## config.mk

```make
export PLATFORM = sky130hd
export DESIGN_NAME = cwr_top
export DESIGN_NICKNAME = d
export VERILOG_FILES = /design/src/cwr_pkg.sv /design/src/cwr_sync.sv /design/src/cwr_rst_qual.sv /design/src/cwr_top.sv
export SDC_FILE = /design/constraint.sdc
export NUM_CORES = 1
export LEC_CHECK = 0
export BUFFER_PORTS_ARGS = -buffer_cell sky130_fd_sc_hd__buf_2
export CORE_UTILIZATION = 56
export DETAILED_ROUTE_END_ITERATION = 6
export PLACE_DENSITY = 0.87
export RECOVER_POWER = 50
export SLEW_MARGIN = 10
export SYNTH_ARGS = -nofsm -noshare
export SYNTH_HDL_FRONTEND = slang
export SYNTH_SLANG_ARGS = --single-unit
```

## constraint.sdc

```tcl
create_clock -name SYS_CLK_I -period 2.71 [get_ports SYS_CLK_I]
set_input_delay 0.1355 -clock SYS_CLK_I [delete_from_list [all_inputs] [get_ports SYS_CLK_I]]
set_output_delay 0.1355 -clock SYS_CLK_I [all_outputs]
set_load 0.02 [all_outputs]
```

## src/cwr_pkg.sv

```systemverilog
// Purpose: Shared constants for the charger watchdog reset supervisor
// Assumes: 125 MHz system clock, AXI4-Lite register access
// Notes:   Offsets are byte addresses of aligned 32-bit words
package cwr_pkg;

    // ----------------------------------------------------------------
    // Timing
    // ----------------------------------------------------------------
    localparam int unsigned CLK_HZ              = 125_000_000;
    localparam int unsigned MS_PER_S            = 1000;
    localparam int unsigned US_PER_S            = 1_000_000;
    localparam int unsigned MS_TICK_CYCLES      = CLK_HZ / MS_PER_S;
    localparam int unsigned EXT_RST_HOLD_US     = 100;
    localparam int unsigned EXT_RST_HOLD_CYCLES = (EXT_RST_HOLD_US * (CLK_HZ / US_PER_S));
    localparam int unsigned POR_PULSE_DEF       = 16;
    localparam logic [15:0] WDT_TIMEOUT_MS      = 16'h07d0;   // Two seconds

    // ----------------------------------------------------------------
    // Register map
    // ----------------------------------------------------------------
    localparam int          ADDR_W     = 4;
    localparam logic [3:0]  OFS_CTRL   = 4'h0;
    localparam logic [3:0]  OFS_STATUS = 4'h4;
    localparam logic [3:0]  OFS_TMO    = 4'h8;
    localparam int          CTRL_EN    = 0;
    localparam int          CTRL_STOP  = 1;
    localparam int          ST_EN      = 0;
    localparam int          ST_RUN     = 1;
    localparam int          ST_CHG     = 2;
    localparam int          ST_TM_LO   = 3;
    localparam int          ST_REM_LO  = 16;
    localparam logic [1:0]  RESP_OKAY  = 2'h0;
    localparam logic [1:0]  RESP_SLVERR = 2'h2;

    // ----------------------------------------------------------------
    // Pin pull states while the chip is held in reset
    // ----------------------------------------------------------------
    localparam int          GPIO_N         = 14;
    localparam logic [13:0] PULL_UP_MASK   = 14'h08f8;
    localparam logic [13:0] PULL_DOWN_MASK = 14'h3707;

    // ----------------------------------------------------------------
    // Test strap modes
    // ----------------------------------------------------------------
    localparam logic [1:0]  TM_NORMAL   = 2'h0;
    localparam logic [1:0]  TM_SCAN     = 2'h1;
    localparam logic [1:0]  TM_RESERVED = 2'h2;

    typedef enum logic [0:0] {WD_IDLE, WD_RUN} cwr_wd_state_t;

    // High strap wins; the low strap alone selects scan debug
    function automatic logic [1:0] cwr_strap_decode(input logic lo, input logic hi);
        logic [1:0] m;
        m = TM_NORMAL;
        if (hi) begin
            m = TM_RESERVED;
        end else if (lo) begin
            m = TM_SCAN;
        end
        return m;
    endfunction

endpackage

```

## src/cwr_sync.sv

```systemverilog
// Purpose: Two-flop synchroniser for a bundle of asynchronous levels
// Assumes: Each bit is independent; no multi-bit coherence needed
// Notes:   Reset value is per bit so idle levels do not glitch
`timescale 1ns/1ps
`default_nettype none
module cwr_sync #(
    parameter int         W       = 1,
    parameter logic [W-1:0] RST_VAL = '0
) (
    input  wire logic         clk_i,
    input  wire logic         rst_n_i,
    input  wire logic [W-1:0] d_i,
    output logic      [W-1:0] q_o
);
    logic [W-1:0] meta;

    // First stage feeds only the second stage
    always_ff @(posedge clk_i or negedge rst_n_i) begin
        if (!rst_n_i) begin
            meta <= RST_VAL;
            q_o  <= RST_VAL;
        end else begin
            meta <= d_i;
            q_o  <= meta;
        end
    end
endmodule
`default_nettype wire

```

## src/cwr_rst_qual.sv

```systemverilog
// Purpose: Qualifies an external active-low reset by a minimum hold time
// Assumes: Input already synchronised to the clock
// Notes:   Output stays asserted for as long as the input stays low
`timescale 1ns/1ps
`default_nettype none
module cwr_rst_qual #(
    parameter int unsigned HOLD_CYCLES = 12500
) (
    input  wire logic clk_i,
    input  wire logic rst_n_i,
    input  wire logic ext_n_i,
    output logic      qual_o
);
    localparam int CW = $clog2(HOLD_CYCLES + 1);
    logic [CW-1:0] cnt;
    logic [CW-1:0] next_cnt;
    logic          next_qual;

    if (HOLD_CYCLES < 1) begin : g_chk
        $error("HOLD_CYCLES must be at least one");
    end

    // Short glitches restart the count, so only a full hold resets the chip
    always_comb begin
        next_cnt  = cnt;
        next_qual = 1'b0;
        if (ext_n_i) begin
            next_cnt = '0;
        end else if (cnt != CW'(HOLD_CYCLES)) begin
            next_cnt = cnt + 1'b1;
        end else begin
            next_qual = 1'b1;
        end
    end

    always_ff @(posedge clk_i or negedge rst_n_i) begin
        if (!rst_n_i) begin
            cnt    <= '0;
            qual_o <= 1'b0;
        end else begin
            cnt    <= next_cnt;
            qual_o <= next_qual;
        end
    end
endmodule
`default_nettype wire

```

## src/cwr_top.sv

```systemverilog
// Purpose: Reset supervisor with charger-armed watchdog and strap decode
// Assumes: Firmware on AXI4-Lite; charger detect and pins are asynchronous
// Notes:   A chip reset pulse clears watchdog control but not charger history
//
// Summary of operation
// - Watchdog disabled after every power-on reset
// - Enable is sticky; writes cannot disable
// - Enabled watchdog starts counting on charger attach
// - Countdown runs to reset unless firmware stops
// - Stays inactive after reset or stop while attached
// - Rearm only on charger detach then attach
// - Timeout defaults to two seconds
// - External reset low forces power-on state
// - Pull pins up or down during reset
// - Decode test straps: normal, scan, reserved
`timescale 1ns/1ps
`default_nettype none
module cwr_top
    import cwr_pkg::*;
#(
    parameter int unsigned TICK_CYCLES      = MS_TICK_CYCLES,
    parameter int unsigned EXT_HOLD_CYCLES  = EXT_RST_HOLD_CYCLES,
    parameter int unsigned POR_PULSE_CYCLES = POR_PULSE_DEF
) (
    input  wire logic              SYS_CLK_I,
    input  wire logic              RST_N_I,
    input  wire logic [ADDR_W-1:0] S_AXI_AWADDR_I,
    input  wire logic              S_AXI_AWVALID_I,
    output logic                   S_AXI_AWREADY_O,
    input  wire logic [31:0]       S_AXI_WDATA_I,
    input  wire logic [3:0]        S_AXI_WSTRB_I,
    input  wire logic              S_AXI_WVALID_I,
    output logic                   S_AXI_WREADY_O,
    output logic [1:0]             S_AXI_BRESP_O,
    output logic                   S_AXI_BVALID_O,
    input  wire logic              S_AXI_BREADY_I,
    input  wire logic [ADDR_W-1:0] S_AXI_ARADDR_I,
    input  wire logic              S_AXI_ARVALID_I,
    output logic                   S_AXI_ARREADY_O,
    output logic [31:0]            S_AXI_RDATA_O,
    output logic [1:0]             S_AXI_RRESP_O,
    output logic                   S_AXI_RVALID_O,
    input  wire logic              S_AXI_RREADY_I,
    input  wire logic              CHARGER_PRESENT_I,
    input  wire logic              EXT_RST_N_I,
    input  wire logic              TEST_STRAP_LOW_BIT_I,
    input  wire logic              TEST_STRAP_HIGH_BIT_I,
    output logic                   CHIP_RST_N_O,
    output logic [GPIO_N-1:0]      GPIO_PULL_UP_O,
    output logic [GPIO_N-1:0]      GPIO_PULL_DOWN_O,
    output logic [1:0]             TEST_MODE_O
);
    localparam int TW = $clog2(TICK_CYCLES);
    localparam int PW = $clog2(POR_PULSE_CYCLES + 1);

    if (TICK_CYCLES < 2 || POR_PULSE_CYCLES < 1) begin : g_chk
        $error("TICK_CYCLES must be two or more and POR_PULSE_CYCLES one or more");
    end

    // ----------------------------------------------------------------
    // Pin synchronisation and external reset qualification
    // ----------------------------------------------------------------
    logic [3:0] pins_s;
    logic       ext_qual;

    cwr_sync #(.W(4), .RST_VAL(4'h2)) u_sync (
        .clk_i   (SYS_CLK_I),
        .rst_n_i (RST_N_I),
        .d_i     ({TEST_STRAP_HIGH_BIT_I, TEST_STRAP_LOW_BIT_I,
                   EXT_RST_N_I, CHARGER_PRESENT_I}),
        .q_o     (pins_s)
    );

    cwr_rst_qual #(.HOLD_CYCLES(EXT_HOLD_CYCLES)) u_qual (
        .clk_i   (SYS_CLK_I),
        .rst_n_i (RST_N_I),
        .ext_n_i (pins_s[1]),
        .qual_o  (ext_qual)
    );

    // ----------------------------------------------------------------
    // Bus slave state
    // ----------------------------------------------------------------
    logic              aw_have, w_have, next_aw_have, next_w_have;
    logic [ADDR_W-1:0] aw_addr, next_aw_addr, next_rd_addr;
    logic [31:0]       w_data, next_w_data, next_rdata;
    logic [3:0]        w_strb, next_w_strb;
    logic              next_awready, next_wready, next_bvalid, next_arready, next_rvalid;
    logic [1:0]        next_bresp, next_rresp;
    logic              wr_fire;

    // ----------------------------------------------------------------
    // Watchdog state
    // ----------------------------------------------------------------
    cwr_wd_state_t   state, next_state;
    logic            enable, next_enable;
    logic [15:0]     tmo, next_tmo, count, next_count;
    logic [TW-1:0]   tick_cnt, next_tick_cnt;
    logic [PW-1:0]   por_cnt, next_por_cnt;
    logic            chg_prev, next_chg_prev, primed, next_primed;
    logic            attach, detach, in_rst, stop_evt, expire;
    logic            next_chip_rst_n;

    assign in_rst = ext_qual || (por_cnt != '0);

    // Priming masks only the first cycle after release; the charger bit syncs from low, so a charger present at reset still gives one attach
    assign attach = primed && pins_s[0] && !chg_prev;
    assign detach = primed && !pins_s[0] && chg_prev;

    // Both address and data must be held before a write takes effect
    assign wr_fire  = aw_have && w_have && !S_AXI_BVALID_O;
    assign stop_evt = wr_fire && (aw_addr == OFS_CTRL) && w_strb[0] && w_data[CTRL_STOP];
    assign expire   = (state == WD_RUN) && (tick_cnt == TW'(TICK_CYCLES - 1))
                      && (count == 16'h0001) && !stop_evt;

    // Write path: channels are taken in any order, one response per write
    always_comb begin
        next_aw_have = aw_have;
        next_w_have  = w_have;
        next_aw_addr = aw_addr;
        next_w_data  = w_data;
        next_w_strb  = w_strb;
        next_bvalid  = S_AXI_BVALID_O;
        next_bresp   = S_AXI_BRESP_O;
        if (S_AXI_AWVALID_I && S_AXI_AWREADY_O) begin
            next_aw_have = 1'b1;
            next_aw_addr = S_AXI_AWADDR_I;
        end
        if (S_AXI_WVALID_I && S_AXI_WREADY_O) begin
            next_w_have = 1'b1;
            next_w_data = S_AXI_WDATA_I;
            next_w_strb = S_AXI_WSTRB_I;
        end
        if (wr_fire) begin
            next_aw_have = 1'b0;
            next_w_have  = 1'b0;
            next_bvalid  = 1'b1;
            next_bresp   = (aw_addr == OFS_STATUS || aw_addr == OFS_CTRL
                            || aw_addr == OFS_TMO) ? RESP_OKAY : RESP_SLVERR;
        end else if (S_AXI_BVALID_O && S_AXI_BREADY_I) begin
            next_bvalid = 1'b0;
        end
        next_awready = !next_aw_have && !next_bvalid;
        next_wready  = !next_w_have && !next_bvalid;
    end

    // Read path: one cycle from address taken to data valid
    always_comb begin
        next_arready = S_AXI_ARREADY_O;
        next_rvalid  = S_AXI_RVALID_O;
        next_rdata   = S_AXI_RDATA_O;
        next_rresp   = S_AXI_RRESP_O;
        next_rd_addr = S_AXI_ARADDR_I;
        if (S_AXI_ARVALID_I && S_AXI_ARREADY_O) begin
            next_arready = 1'b0;
            next_rvalid  = 1'b1;
            next_rresp   = RESP_OKAY;
            next_rdata   = '0;
            case (next_rd_addr)
                OFS_CTRL: begin
                    next_rdata[CTRL_EN] = enable;
                end
                OFS_STATUS: begin
                    next_rdata[ST_EN]              = enable;
                    next_rdata[ST_RUN]             = (state == WD_RUN);
                    next_rdata[ST_CHG]             = pins_s[0];
                    next_rdata[ST_TM_LO +: 2]      = TEST_MODE_O;
                    next_rdata[ST_REM_LO +: 16]    = count;
                end
                OFS_TMO: begin
                    next_rdata[15:0] = tmo;
                end
                default: begin
                    next_rresp = RESP_SLVERR;
                end
            endcase
        end else if (S_AXI_RVALID_O && S_AXI_RREADY_I) begin
            next_rvalid  = 1'b0;
            next_arready = 1'b1;
        end
    end

    always_ff @(posedge SYS_CLK_I or negedge RST_N_I) begin
        if (!RST_N_I) begin
            aw_have         <= 1'b0;
            w_have          <= 1'b0;
            aw_addr         <= '0;
            w_data          <= '0;
            w_strb          <= '0;
            S_AXI_AWREADY_O <= 1'b1;
            S_AXI_WREADY_O  <= 1'b1;
            S_AXI_BVALID_O  <= 1'b0;
            S_AXI_BRESP_O   <= RESP_OKAY;
            S_AXI_ARREADY_O <= 1'b1;
            S_AXI_RVALID_O  <= 1'b0;
            S_AXI_RDATA_O   <= '0;
            S_AXI_RRESP_O   <= RESP_OKAY;
        end else begin
            aw_have         <= next_aw_have;
            w_have          <= next_w_have;
            aw_addr         <= next_aw_addr;
            w_data          <= next_w_data;
            w_strb          <= next_w_strb;
            S_AXI_AWREADY_O <= next_awready;
            S_AXI_WREADY_O  <= next_wready;
            S_AXI_BVALID_O  <= next_bvalid;
            S_AXI_BRESP_O   <= next_bresp;
            S_AXI_ARREADY_O <= next_arready;
            S_AXI_RVALID_O  <= next_rvalid;
            S_AXI_RDATA_O   <= next_rdata;
            S_AXI_RRESP_O   <= next_rresp;
        end
    end

    // ----------------------------------------------------------------
    // Watchdog, chip reset and pin pulls
    // ----------------------------------------------------------------
    // Charger history survives the chip reset pulse, so a reset with the
    // charger still attached cannot produce a fresh attach and rearm
    always_comb begin
        next_state      = state;
        next_enable     = enable;
        next_tmo        = tmo;
        next_count      = count;
        next_tick_cnt   = tick_cnt;
        next_por_cnt    = (por_cnt != '0) ? por_cnt - 1'b1 : por_cnt;
        next_chg_prev   = pins_s[0];
        next_primed     = 1'b1;
        if (in_rst) begin
            next_state  = WD_IDLE;
            next_enable = 1'b0;
            next_tmo    = WDT_TIMEOUT_MS;
            next_count  = '0;
        end else begin
            if (wr_fire && aw_addr == OFS_CTRL && w_strb[0] && w_data[CTRL_EN]) begin
                next_enable = 1'b1;
            end
            if (wr_fire && aw_addr == OFS_TMO && w_strb[1:0] == 2'h3
                && w_data[15:0] != 16'h0000) begin
                next_tmo = w_data[15:0];
            end
            case (state)
                WD_IDLE: begin
                    if (attach && enable) begin
                        next_state    = WD_RUN;
                        next_count    = tmo;
                        next_tick_cnt = '0;
                    end
                end
                WD_RUN: begin
                    if (stop_evt || expire) begin
                        next_state = WD_IDLE;
                        next_count = '0;
                    end else if (tick_cnt == TW'(TICK_CYCLES - 1)) begin
                        next_tick_cnt = '0;
                        next_count    = count - 1'b1;
                    end else begin
                        next_tick_cnt = tick_cnt + 1'b1;
                    end
                end
                default: begin
                    next_state = WD_IDLE;
                end
            endcase
        end
        if (expire) begin
            next_por_cnt = PW'(POR_PULSE_CYCLES);
        end
        next_chip_rst_n = !(ext_qual || expire || next_por_cnt != '0);
    end

    always_ff @(posedge SYS_CLK_I or negedge RST_N_I) begin
        if (!RST_N_I) begin
            state            <= WD_IDLE;
            enable           <= 1'b0;
            tmo              <= WDT_TIMEOUT_MS;
            count            <= '0;
            tick_cnt         <= '0;
            por_cnt          <= '0;
            chg_prev         <= 1'b0;
            primed           <= 1'b0;
            CHIP_RST_N_O     <= 1'b0;
            GPIO_PULL_UP_O   <= PULL_UP_MASK;
            GPIO_PULL_DOWN_O <= PULL_DOWN_MASK;
            TEST_MODE_O      <= TM_NORMAL;
        end else begin
            state            <= next_state;
            enable           <= next_enable;
            tmo              <= next_tmo;
            count            <= next_count;
            tick_cnt         <= next_tick_cnt;
            por_cnt          <= next_por_cnt;
            chg_prev         <= next_chg_prev;
            primed           <= next_primed;
            CHIP_RST_N_O     <= next_chip_rst_n;
            GPIO_PULL_UP_O   <= next_chip_rst_n ? '0 : PULL_UP_MASK;
            GPIO_PULL_DOWN_O <= next_chip_rst_n ? '0 : PULL_DOWN_MASK;
            TEST_MODE_O      <= cwr_strap_decode(pins_s[2], pins_s[3]);
        end
    end
endmodule
`default_nettype wire

```

==> impl_metrics.env, run 1 <==
export IMPL_htree_levels=4
export IMPL_layout_drive_gt1_share_pct=18.6
export IMPL_final_hold_violation_count=1
export IMPL_cp_start_kind="flip-flop"
export IMPL_setup_viol_count_final=0
export IMPL_setup_tns_ns=0
export IMPL_vias=5861
export IMPL_hold_path_class="input port to flip-flop"
export IMPL_crit_fanout=13
export IMPL_fin_skew_ns=0.0168
export IMPL_place_area_um2=7510
export IMPL_rsz0062_at_grt="no"
export IMPL_grtUsageTotal_pct=30.0
export IMPL_cts_setup_buffers=0
export IMPL_cts_buffers=17
export IMPL_ys_warn_count=0
export IMPL_synthArstFlopShare_pct=100
export IMPL_clockBufferDepth=2
export IMPL_drt_iter0_drc=482
export IMPL_path_cells="inv_1, ha_1, or4b_4, nor2_8, nand3_1, buf_4, or2_4, o31ai_1, a22o_1"
export IMPL_setup_ws_ns=0.168
export IMPL_slew_headroom_pct=-1.91
export IMPL_fmax_ghz=0.393
export IMPL_place_gp_congestion=0.947
export IMPL_ys_flop_type="dfrtp_1"
export IMPL_status="complete, but fails checks"
export IMPL_power_density_nw_per_um2=947
export IMPL_grt_pass1_vias=5848
export IMPL_diodes=0
export IMPL_crit_arrival_ns=2.91
export IMPL_path_class="flip-flop to flip-flop"
export IMPL_cts_sinks=148
export IMPL_die_width_um=113
export IMPL_clock_latency_ns=0.44
export IMPL_cp_depth=9
export IMPL_final_common_cell="dfrtp_1"
export IMPL_nets=859
export IMPL_io_pins=127
export IMPL_grt_ovfl_total=0
export IMPL_synthCells=673
export IMPL_power_frac_seq_pct=42.4
export IMPL_place_ws_ns=0.0751
export IMPL_whs_path_depth=3
export IMPL_design_area_um2=8370
export IMPL_ir_drop_uv=730
export IMPL_syn_cell_area_um2=6930
export IMPL_layout_min_cycle_time_ns=2.54
export IMPL_cts_tree="done"
export IMPL_root_buffer="clkbuf_16"
export IMPL_start_util_pct=57.5
export IMPL_endpoint_kind="flip-flop"
export IMPL_viasPerCell=5.99
export IMPL_worstRegToRegCells=9
export IMPL_area_growth_pct=20.8
export IMPL_cp_slowest_stage_delay_ns=0.55
export IMPL_clk_transition_reported_paths_ns=0.06
export IMPL_violations="hold timing, capacitance limit, slew limit"
export IMPL_synth_edf_count=0
export IMPL_nFillCells=838
export IMPL_drtPass1Iterations=6
export IMPL_drtAntennaViolNets=0
export IMPL_grt_start_max_net_pins=67
export IMPL_core_area_um2=12100
export IMPL_cp_buffers_inverters=2
export IMPL_die_area_um2=12800
export IMPL_cp_required_ns=3.08
export IMPL_power_switching_uw=2810
export IMPL_path_delay_family="simple AND/OR/NAND/NOR gates"
export IMPL_syn_mean_instance_area_um2=10.3
export IMPL_antenna_found_initial=0
export IMPL_cp_slowest_cell="or4b_4"
export IMPL_rows=40
export IMPL_whs_endpoint="aw_have$_DFF_PN0_"
export IMPL_slew_viol_final=67
export IMPL_ys_types=63
export IMPL_yosysSeqAreaShare_pct=53.7
export IMPL_p_leak_uw=0.00392
export IMPL_comb_power_share_pct=27.4
export IMPL_maxCapViolations=1
export IMPL_r2r_start="por_cnt[0]$_DFF_PN0_"
export IMPL_timing_hold_ws_ns=-0.00728
export IMPL_tightest_slew_ns=1.53
export IMPL_regToRegSetupSlack_ns=0.17
export IMPL_fp_dieH_um=113
export IMPL_ys_ff_latch=148
export IMPL_min_period_over_period_pct=93.8
export IMPL_r2r_end="count[14]$_DFFE_PN0P_"
export IMPL_detailed_place_hpwl_mm=11.7
export IMPL_power_uw=7930
export IMPL_drc=0
export IMPL_wl_per_cell_um=18.5
export IMPL_grt_pass1_wl_mm=29.3
export IMPL_drt_total_wl_mm=18.1
export IMPL_internal_power_uw=5120
export IMPL_port_buffers=92
export IMPL_clkPwrFrac_pct=30.2
export IMPL_min_from="S_AXI_AWVALID_I"
export IMPL_swShare_pct=35.4
export IMPL_layout_common_cells="136 x dfrtp_1, 79 x nand2_1, 55 x nor2_1"
## power groups by stage
stage	Clock (µW)	Combinational (µW)	Sequential (µW)
6_report	2400	2170	3360
3_3_place_gp	0	1970	3300
2_1_floorplan	0	1420	3240
4_1_cts	2400	2140	3310
3_5_place_dp	0	2080	3330
5_1_grt	2500	2380	3400
## cells by family after synthesis
logic type,synth area share [%]
and+or+nand+nor,19.6
DFF,53.7
xor gates and xnor gates,1.52
adders and majority gates,1.26
other,0.108
AOI/OAI and AO/OA,11.6
buffers and inverters,6.26
muxes,6.03
## tightest hold or removal path: cells and delay by family
| kind | cells | cell delay (ns) |
|---|---|---|
| buffers and inverters | 1 | 0.09 |
| AND/OR/NAND/NOR | 1 | 0.08 |
| AO/OA/AOI/OAI | 1 | 0.07 |
## synthesized netlist by cell type, types with 6 or more instances
cell	number	share of area (%)
dfrtp_1	136	49
nand2_1	79	4.3
nor2_1	55	3.0
nand3_1	36	2.6
o21ai_0	36	2.6
buf_4	29	3.1
mux2_2	22	3.6
inv_1	21	1.1
nor3_1	21	1.5
clkbuf_1	18	0.97
o31ai_1	18	1.9
a21oi_1	17	1.2
mux2i_1	17	2.5
dfstp_2	12	4.5
nor4_1	8	0.72
o2bb2ai_1	8	1.0
a22oi_1	7	0.76
ha_1	7	1.3
nand4_1	7	0.63
nor4b_1	7	0.88
or3_1	7	0.63
a221oi_1	6	0.76
nor2b_1	6	0.54
nor3b_1	6	0.65
xnor2_1	6	0.76
xor2_1	6	0.76
## layer usage
metal | up-vias | track usage [%] | part of all wire [%] | wire length [µm]
met5 | - | 0 | 0 | 0
met2 | 309 | 51.0 | 51 | 9160
met3 | 67 | 7.93 | 7.2 | 1300
met1 | 2880 | 35.9 | 39 | 6990
li1 | 2605 | - | - | -
met4 | 0 | 13.2 | 3.4 | 608
## sequential cells by signal, summed over array words and instances (netlist names), 2 cells and up
register	count
TEST_MODE_O	2
w_data	16
S_AXI_RDATA_O	32
por_cnt	5
u_qual.cnt	14
w_strb	2
count	16
u_sync.q_o	4
tmo	16
tick_cnt	17
u_sync.meta	4
aw_addr	4
## timing repair
| item | CTS | global route |
|---|---|---|
| hold buffers | 32 | 0 |
| setup endpoints to repair | 0 | 16 |
| endpoints found under the hold margin | 73 | 0 |
| gates resized for setup | 0 | 1 |
## final cells by class
type	instances	area (µm²)	share of cell area (%)
Sequential cell	148	3720	44.4
Multi-Input combinational cell	463	2850	34.0
Timing Repair Buffer	146	907	10.8
Clock buffer	22	484	5.78
Tap cell	168	210	2.51
Clock inverter	10	123	1.46
Inverter	21	78.8	0.942
## per-stage QoR
step | std cells | utilization [%]
3_5_place_dp | 914 | 62.3
5_1_grt | 978 | 69.4
4_1_cts | 978 | 70.0
2_1_floorplan | 688 | -
3_3_place_gp | 914 | 62.3
6_report | 978 | 69.4
## how the worst max path moves through the flow
stage	from	endpoint
6_report	por_cnt[0]$_DFF_PN0_	count[14]$_DFFE_PN0P_
3_5_place_dp	por_cnt[0]$_DFF_PN0_	tick_cnt[9]$_DFFE_PN0P_
4_1_cts	por_cnt[0]$_DFF_PN0_	count[14]$_DFFE_PN0P_
3_3_place_gp	por_cnt[0]$_DFF_PN0_	tick_cnt[8]$_DFFE_PN0P_
2_1_floorplan	por_cnt[0]$_DFF_PN0_	tick_cnt[8]$_DFFE_PN0P_
5_1_grt	por_cnt[0]$_DFF_PN0_	tick_cnt[12]$_DFFE_PN0P_
Power figures use the tool's default switching activity.
==> run 2: changes to the inputs <==
CELL_PAD_IN_SITES_DETAIL_PLACEMENT = 0   (was not set)
CELL_PAD_IN_SITES_GLOBAL_PLACEMENT = 1   (was not set)
CORE_UTILIZATION = 43   (was 56)
GPL_TIMING_DRIVEN = 0   (was not set)
SYNTH_HIERARCHICAL = 1   (was not set)
==> impl_metrics.env, run 2 <==
export IMPL_path_cells="or4_4, or3_4, or3_4, a21oi_4, buf_6, o21ai_0, o41ai_1"
export IMPL_synth_most_common_cell="dfrtp_1"
export IMPL_grt_pass1_vias=5443
export IMPL_nFillCells=1407
export IMPL_setup_ws_ns=0.109
export IMPL_post_route_util_pct=55.2
export IMPL_slew_headroom_pct=23.0
export IMPL_grtUsageTotal_pct=21.7
export IMPL_core_area_um2=15800
export IMPL_cts_buffers=17
export IMPL_clk_transition_reported_paths_ns=0.06
export IMPL_hold_path_class="input port to flip-flop"
export IMPL_final_hold_violation_count=0
export IMPL_synth_top_area_share_pct=49.1
export IMPL_setup_viol_count_final=0
export IMPL_startpoint="count[11]$_DFFE_PN0P_"
export IMPL_antenna_found_initial=0
export IMPL_diodes=0
export IMPL_cp_start_kind="flip-flop"
export IMPL_whs_path_depth=3
export IMPL_cp_depth=7
export IMPL_slew_viol_final=0
export IMPL_tightest_slew_ns=1.16
export IMPL_syn_mean_instance_area_um2=10.2
export IMPL_vias=5584
export IMPL_synthCells=680
export IMPL_detailed_place_hpwl_mm=11.7
export IMPL_grt_pass1_wl_mm=27.7
export IMPL_ys_warn_count=6
export IMPL_crit_top_cell="or3_4"
export IMPL_top_register="S_AXI_RDATA_O"
export IMPL_fin_skew_ns=0.00851
export IMPL_start_util_pct=43.8
export IMPL_largest_register_ffs=32
export IMPL_grt_start_max_net_pins=104
export IMPL_grt_ovfl_total=0
export IMPL_synth_area_leaders="dfrtp_1 49%, nand2_1 5.5%, dfstp_2 4.5%"
export IMPL_fmax_ghz=0.384
export IMPL_ys_types=64
export IMPL_die_width_um=129
export IMPL_min_period_over_period_pct=96.0
export IMPL_cp_required_ns=3.02
export IMPL_drt_total_wl_mm=16.8
export IMPL_crit_arrival_ns=2.91
export IMPL_drt_iter0_drc=422
export IMPL_synth_edf_count=0
export IMPL_fp_dieH_um=129
export IMPL_synth_commonest_cells="136 x dfrtp_1, 101 x nand2_1, 67 x nor2_1"
export IMPL_drc=0
export IMPL_ir_drop_uv=595
export IMPL_maxCapViolations=0
export IMPL_nets=906
export IMPL_crit_fanout=10
export IMPL_io_pins=127
export IMPL_min_from="S_AXI_ARADDR_I[0]"
export IMPL_drtAntennaViolNets=0
export IMPL_cp_buffers_inverters=1
export IMPL_ys_flop_type="dfrtp_1"
export IMPL_clock_latency_ns=0.43
export IMPL_p_leak_uw=0.00416
export IMPL_path_class="flip-flop to flip-flop"
export IMPL_final_common_cell="dfrtp_1"
export IMPL_power_uw=7800
export IMPL_area_growth_pct=25.9
export IMPL_largest_registers="S_AXI_RDATA_O: 32 flops, tick_cnt: 17 flops"
export IMPL_rsz0062_at_grt="no"
export IMPL_syn_cell_area_um2=6940
export IMPL_layout_common_cells="136 x dfrtp_1, 101 x nand2_1, 67 x nor2_1"
export IMPL_endpoint_kind="flip-flop"
export IMPL_layout_drive_gt1_share_pct=21.7
export IMPL_synthArstFlopShare_pct=100
export IMPL_viasPerCell=5.20
export IMPL_wl_per_cell_um=15.7
export IMPL_synth_top_area_cell="dfrtp_1"
export IMPL_htree_levels=4
export IMPL_port_buffers=92
export IMPL_cp_slowest_stage_delay_ns=0.58
export IMPL_clockBufferDepth=2
export IMPL_worstRegToRegCells=7
export IMPL_drtPass1Iterations=5
export IMPL_layout_min_cycle_time_ns=2.60
export IMPL_rows=46
export IMPL_place_gp_congestion=0.858
export IMPL_root_buffer="clkbuf_16"
export IMPL_timing_hold_ws_ns=0.0770
export IMPL_place_ws_ns=-0.113
export IMPL_path_delay_family="simple AND/OR/NAND/NOR gates"
export IMPL_r2r_start="count[11]$_DFFE_PN0P_"
export IMPL_cts_sinks=148
export IMPL_ys_ff_latch=148
export IMPL_die_area_um2=16600
export IMPL_status="finished clean"
export IMPL_power_density_nw_per_um2=892
export IMPL_cts_tree="done"
export IMPL_yosysSeqAreaShare_pct=53.6
export IMPL_cp_slowest_cell="or4_4"
==> run 2: changes by cell type after synthesis, moves of 5 or more <==
cell / delta
a22o_1: +5
a22oi_1: -5
inv_1: -7
nand2_1: +22
nand3_1: +8
nor2_1: +12
nor3_1: -10
o211ai_1: +5
o21ai_0: -6
o31ai_1: -6
==> run 2: worst reg2reg max path: stages, from the launching register on <==
cell	delay [ns]
dfrtp_1	0.43
or4_4	0.58
or3_4	0.40
or3_4	0.43
a21oi_4	0.29
buf_6	0.20
o21ai_0	0.09
o41ai_1	0.07
==> run 2: worst paths after layout <==
| path | slack (ns) | to |
|---|---|---|
| setup / recovery | 0.11 | tick_cnt[5]$_DFFE_PN0P_ |
| hold / removal | 0.08 | S_AXI_RRESP_O[1]$_DFFE_PN0P_ |
| setup reg to reg | 0.11 | tick_cnt[5]$_DFFE_PN0P_ |
| hold reg to reg | 0.35 | u_sync/q_o[2]$_DFF_PN0_ |
| max in group asynchronous | 0.75 | w_data[6]$_DFFE_PN0P_ |
| min in group asynchronous | 0.46 | tick_cnt[13]$_DFFE_PN0P_ |
==> run 2: routing by layer <==
metal,vias to the layer above,share of wire (%),global-route usage (%)
met2,143,50,36.2
met5,-,0,0
met1,2707,44,28.1
met3,18,4.7,4.45
met4,0,1.5,7.54
li1,2716,-,-
==> run 2: cells by family after synthesis <==
| logic type | count (synthesis) | synth area share, % |
|---|---|---|
| AOI/OAI and AO/OA | 106 | 10.4 |
| xor gates and xnor gates | 13 | 1.64 |
| adders and majority gates | 7 | 1.26 |
| buffers and inverters | 67 | 5.48 |
| DFF | 148 | 53.6 |
| muxes | 41 | 6.33 |
| other | 2 | 0.108 |
| and+or+nand+nor | 296 | 21.2 |
==> run 2: area by class of cell <==
type	count	area [µm²]	area share, %
Clock inverter	15	198	2.26
Buffer	53	333	3.81
Sequential cell	148	3720	42.6
Tap cell	216	270	3.09
Inverter	14	52.6	0.602
Clock buffer	17	425	4.87
Multi-Input combinational cell	480	2940	33.7
Timing Repair Buffer	130	797	9.12
==> run 2: power breakdown <==
part | internal (µW) | total [µW] | switching, µW
registers | 2760 | 3240 | 485
clock network | 1480 | 2480 | 1000
logic | 852 | 2070 | 1220
total | 5090 | 7800 | 2710
==> run 2: metrics by stage <==
stage	instance area, µm²	instances	TNS [ns]
after CTS	8750	1072	0
after floorplan	6990	695	0
after detailed placement	7760	1004	-1.14
after global routing	8730	1073	0
final	8730	1073	0
after global placement	7720	1003	-87.47
==> run 2: timing repair <==
item	CTS	global route
hold buffers	35	0
gates resized for setup	3	10
endpoints found under the setup margin	16	24
endpoints found under the hold margin	77	0
pin swaps	1	3
cloned	0	0
setup buffers	1	1
==> run 3: changes to the inputs <==
CORE_UTILIZATION = 46   (was 43)
PLACE_DENSITY = not set   (was 0.87)
PLACE_DENSITY_LB_ADDON = 0.1   (was not set)
clock period = 3.2 ns   (was 2.71 ns; I/O delays follow)
==> impl_metrics.env, run 3 (same netlist as run 2, synthesis figures left out) <==
export IMPL_area_growth_pct=23.9
export IMPL_port_buffers=92
export IMPL_grt_ovfl_total=0
export IMPL_fp_dieH_um=125
export IMPL_antenna_found_initial=4
export IMPL_setup_viol_count_final=0
export IMPL_die_width_um=125
export IMPL_drt_total_wl_mm=16.5
export IMPL_slew_headroom_pct=3.34
export IMPL_post_route_util_pct=58.7
export IMPL_die_area_um2=15600
export IMPL_ir_drop_uv=502
export IMPL_cts_tree="done"
export IMPL_fin_skew_ns=0.00949
export IMPL_power_uw=6480
export IMPL_io_pins=127
export IMPL_grt_pass1_vias=5494
export IMPL_rows=44
export IMPL_htree_levels=4
export IMPL_wl_per_cell_um=15.9
export IMPL_layout_common_cells="136 x dfrtp_1, 101 x nand2_1, 67 x nor2_1"
export IMPL_cp_start_kind="flip-flop"
export IMPL_min_period_over_period_pct=88.8
export IMPL_layout_drive_gt1_share_pct=20.0
export IMPL_final_common_cell="dfrtp_1"
export IMPL_cts_sinks=148
export IMPL_place_gp_congestion=0.874
export IMPL_largest_registers="S_AXI_RDATA_O: 32 flops, tick_cnt: 17 flops"
export IMPL_final_hold_violation_count=0
export IMPL_layout_min_cycle_time_ns=2.84
export IMPL_nets=900
export IMPL_cp_slowest_stage_delay_ns=0.56
export IMPL_vias=5567
export IMPL_drtPass1Iterations=7
export IMPL_cp_buffers_inverters=2
export IMPL_regToRegSetupSlack_ns=0.36
export IMPL_slew_viol_final=0
export IMPL_violations="DRC"
export IMPL_rsz0062_at_grt="no"
export IMPL_grtUsageTotal_pct=22.9
export IMPL_tightest_slew_ns=1.45
export IMPL_maxCapViolations=0
export IMPL_cts_setup_buffers=0
export IMPL_crit_arrival_ns=3.15
export IMPL_cp_required_ns=3.51
export IMPL_grt_start_max_net_pins=94
export IMPL_r2r_start="por_cnt[0]$_DFF_PN0_"
export IMPL_clk_transition_reported_paths_ns=0.06
export IMPL_core_area_um2=14600
export IMPL_clockBufferDepth=2
export IMPL_cp_depth=7
export IMPL_setup_tns_ns=0
export IMPL_largest_register_ffs=32
export IMPL_start_util_pct=47.4
export IMPL_cts_buffers=17
export IMPL_path_cells="inv_1, ha_1, or4b_1, nor2_4, nand4_1, clkbuf_1, o41ai_1"
export IMPL_drc=22
export IMPL_min_from="S_AXI_AWVALID_I"
export IMPL_grt_pass1_wl_mm=27.9
export IMPL_detailed_place_hpwl_mm=11.8
export IMPL_top_register="S_AXI_RDATA_O"
export IMPL_p_leak_uw=0.00408
export IMPL_r2r_end="tick_cnt[6]$_DFFE_PN0P_"
export IMPL_power_density_nw_per_um2=754
export IMPL_clock_latency_ns=0.42
export IMPL_layout_cells_non_filler=1038
export IMPL_path_delay_family="simple AND/OR/NAND/NOR gates"
export IMPL_worstRegToRegCells=7
export IMPL_hold_path_class="input port to flip-flop"
export IMPL_endpoint_kind="flip-flop"
export IMPL_status="complete, but fails checks"
export IMPL_drt_iter0_drc=377
export IMPL_cp_slowest_cell="or4b_1"
export IMPL_crit_fanout=10
export IMPL_drtAntennaViolNets=0
export IMPL_fmax_ghz=0.352
export IMPL_path_class="flip-flop to flip-flop"
export IMPL_placed_cells=972
export IMPL_root_buffer="clkbuf_16"
export IMPL_viasPerCell=5.36
export IMPL_endpoint="tick_cnt[6]$_DFFE_PN0P_"
export IMPL_startpoint="por_cnt[0]$_DFF_PN0_"
[run 3: metal layers]
layer / global-route usage [%] / up-vias / share of wire, %
li1: - / 2697 / -
met1: 30.6 / 2715 / 46
met2: 37.1 / 137 / 48
met3: 5.41 / 16 / 5.3
met4: 6.75 / 2 / 1.2
met5: 0 / - / 0.079
[run 3: report_power, final]
| part | switching [µW] | total (µW) | internal, µW |
|---|---|---|---|
| Combinational | 1030 | 1730 | 704 |
| Clock | 788 | 1990 | 1200 |
| Sequential | 422 | 2760 | 2340 |
[run 3: cell type report]
type	instances	area [µm²]
Sequential cell	148	3720
Multi-Input combinational cell	480	2910
Fill cell	1301	6050
Buffer	53	328
Timing Repair Buffer	124	749
Clock inverter	13	146
Inverter	14	52.6
Tap cell	184	230
Clock buffer	19	453
Antenna cell	3	7.51
[run 3: worst register-to-register path: stages (launching register included)]
cell,delay [ns]
dfrtp_1,0.41
inv_1,0.13
ha_1,0.19
or4b_1,0.56
nor2_4,0.26
nand4_1,0.43
clkbuf_1,0.37
o41ai_1,0.40
[run 3: how the worst min path moves through the flow]
stage,end,slack [ns],depth (start not counted)
finish,aw_have$_DFF_PN0_,0.03,3
global route,S_AXI_AWREADY_O$_DFF_PN1_,0.03,3
CTS,aw_have$_DFF_PN0_,0.01,3
detailed placement,tick_cnt[11]$_DFFE_PN0P_,0.11,1
global placement,u_sync/meta[1]$_DFF_PN1_,0.27,1
floorplan,CHIP_RST_N_O$_DFF_PN0_,-0.14,0
[run 3: timing repair]
item / CTS / global route
gates resized for setup: 0 / 1
setup endpoints to repair: 0 / 12
endpoints found under the hold margin: 83 / 0
hold buffers: 31 / 0
[run 3: metrics by stage]
stage                     setup slack (ns)  area, µm²  hold WS, ns
after floorplan                      0.812       6990       -0.136
after global placement              -0.131       7680        0.267
after detailed placement             0.355       7730        0.114
after CTS                            0.330       8640       0.0115
after global routing                 0.178       8590       0.0282
final                                0.359       8600       0.0270
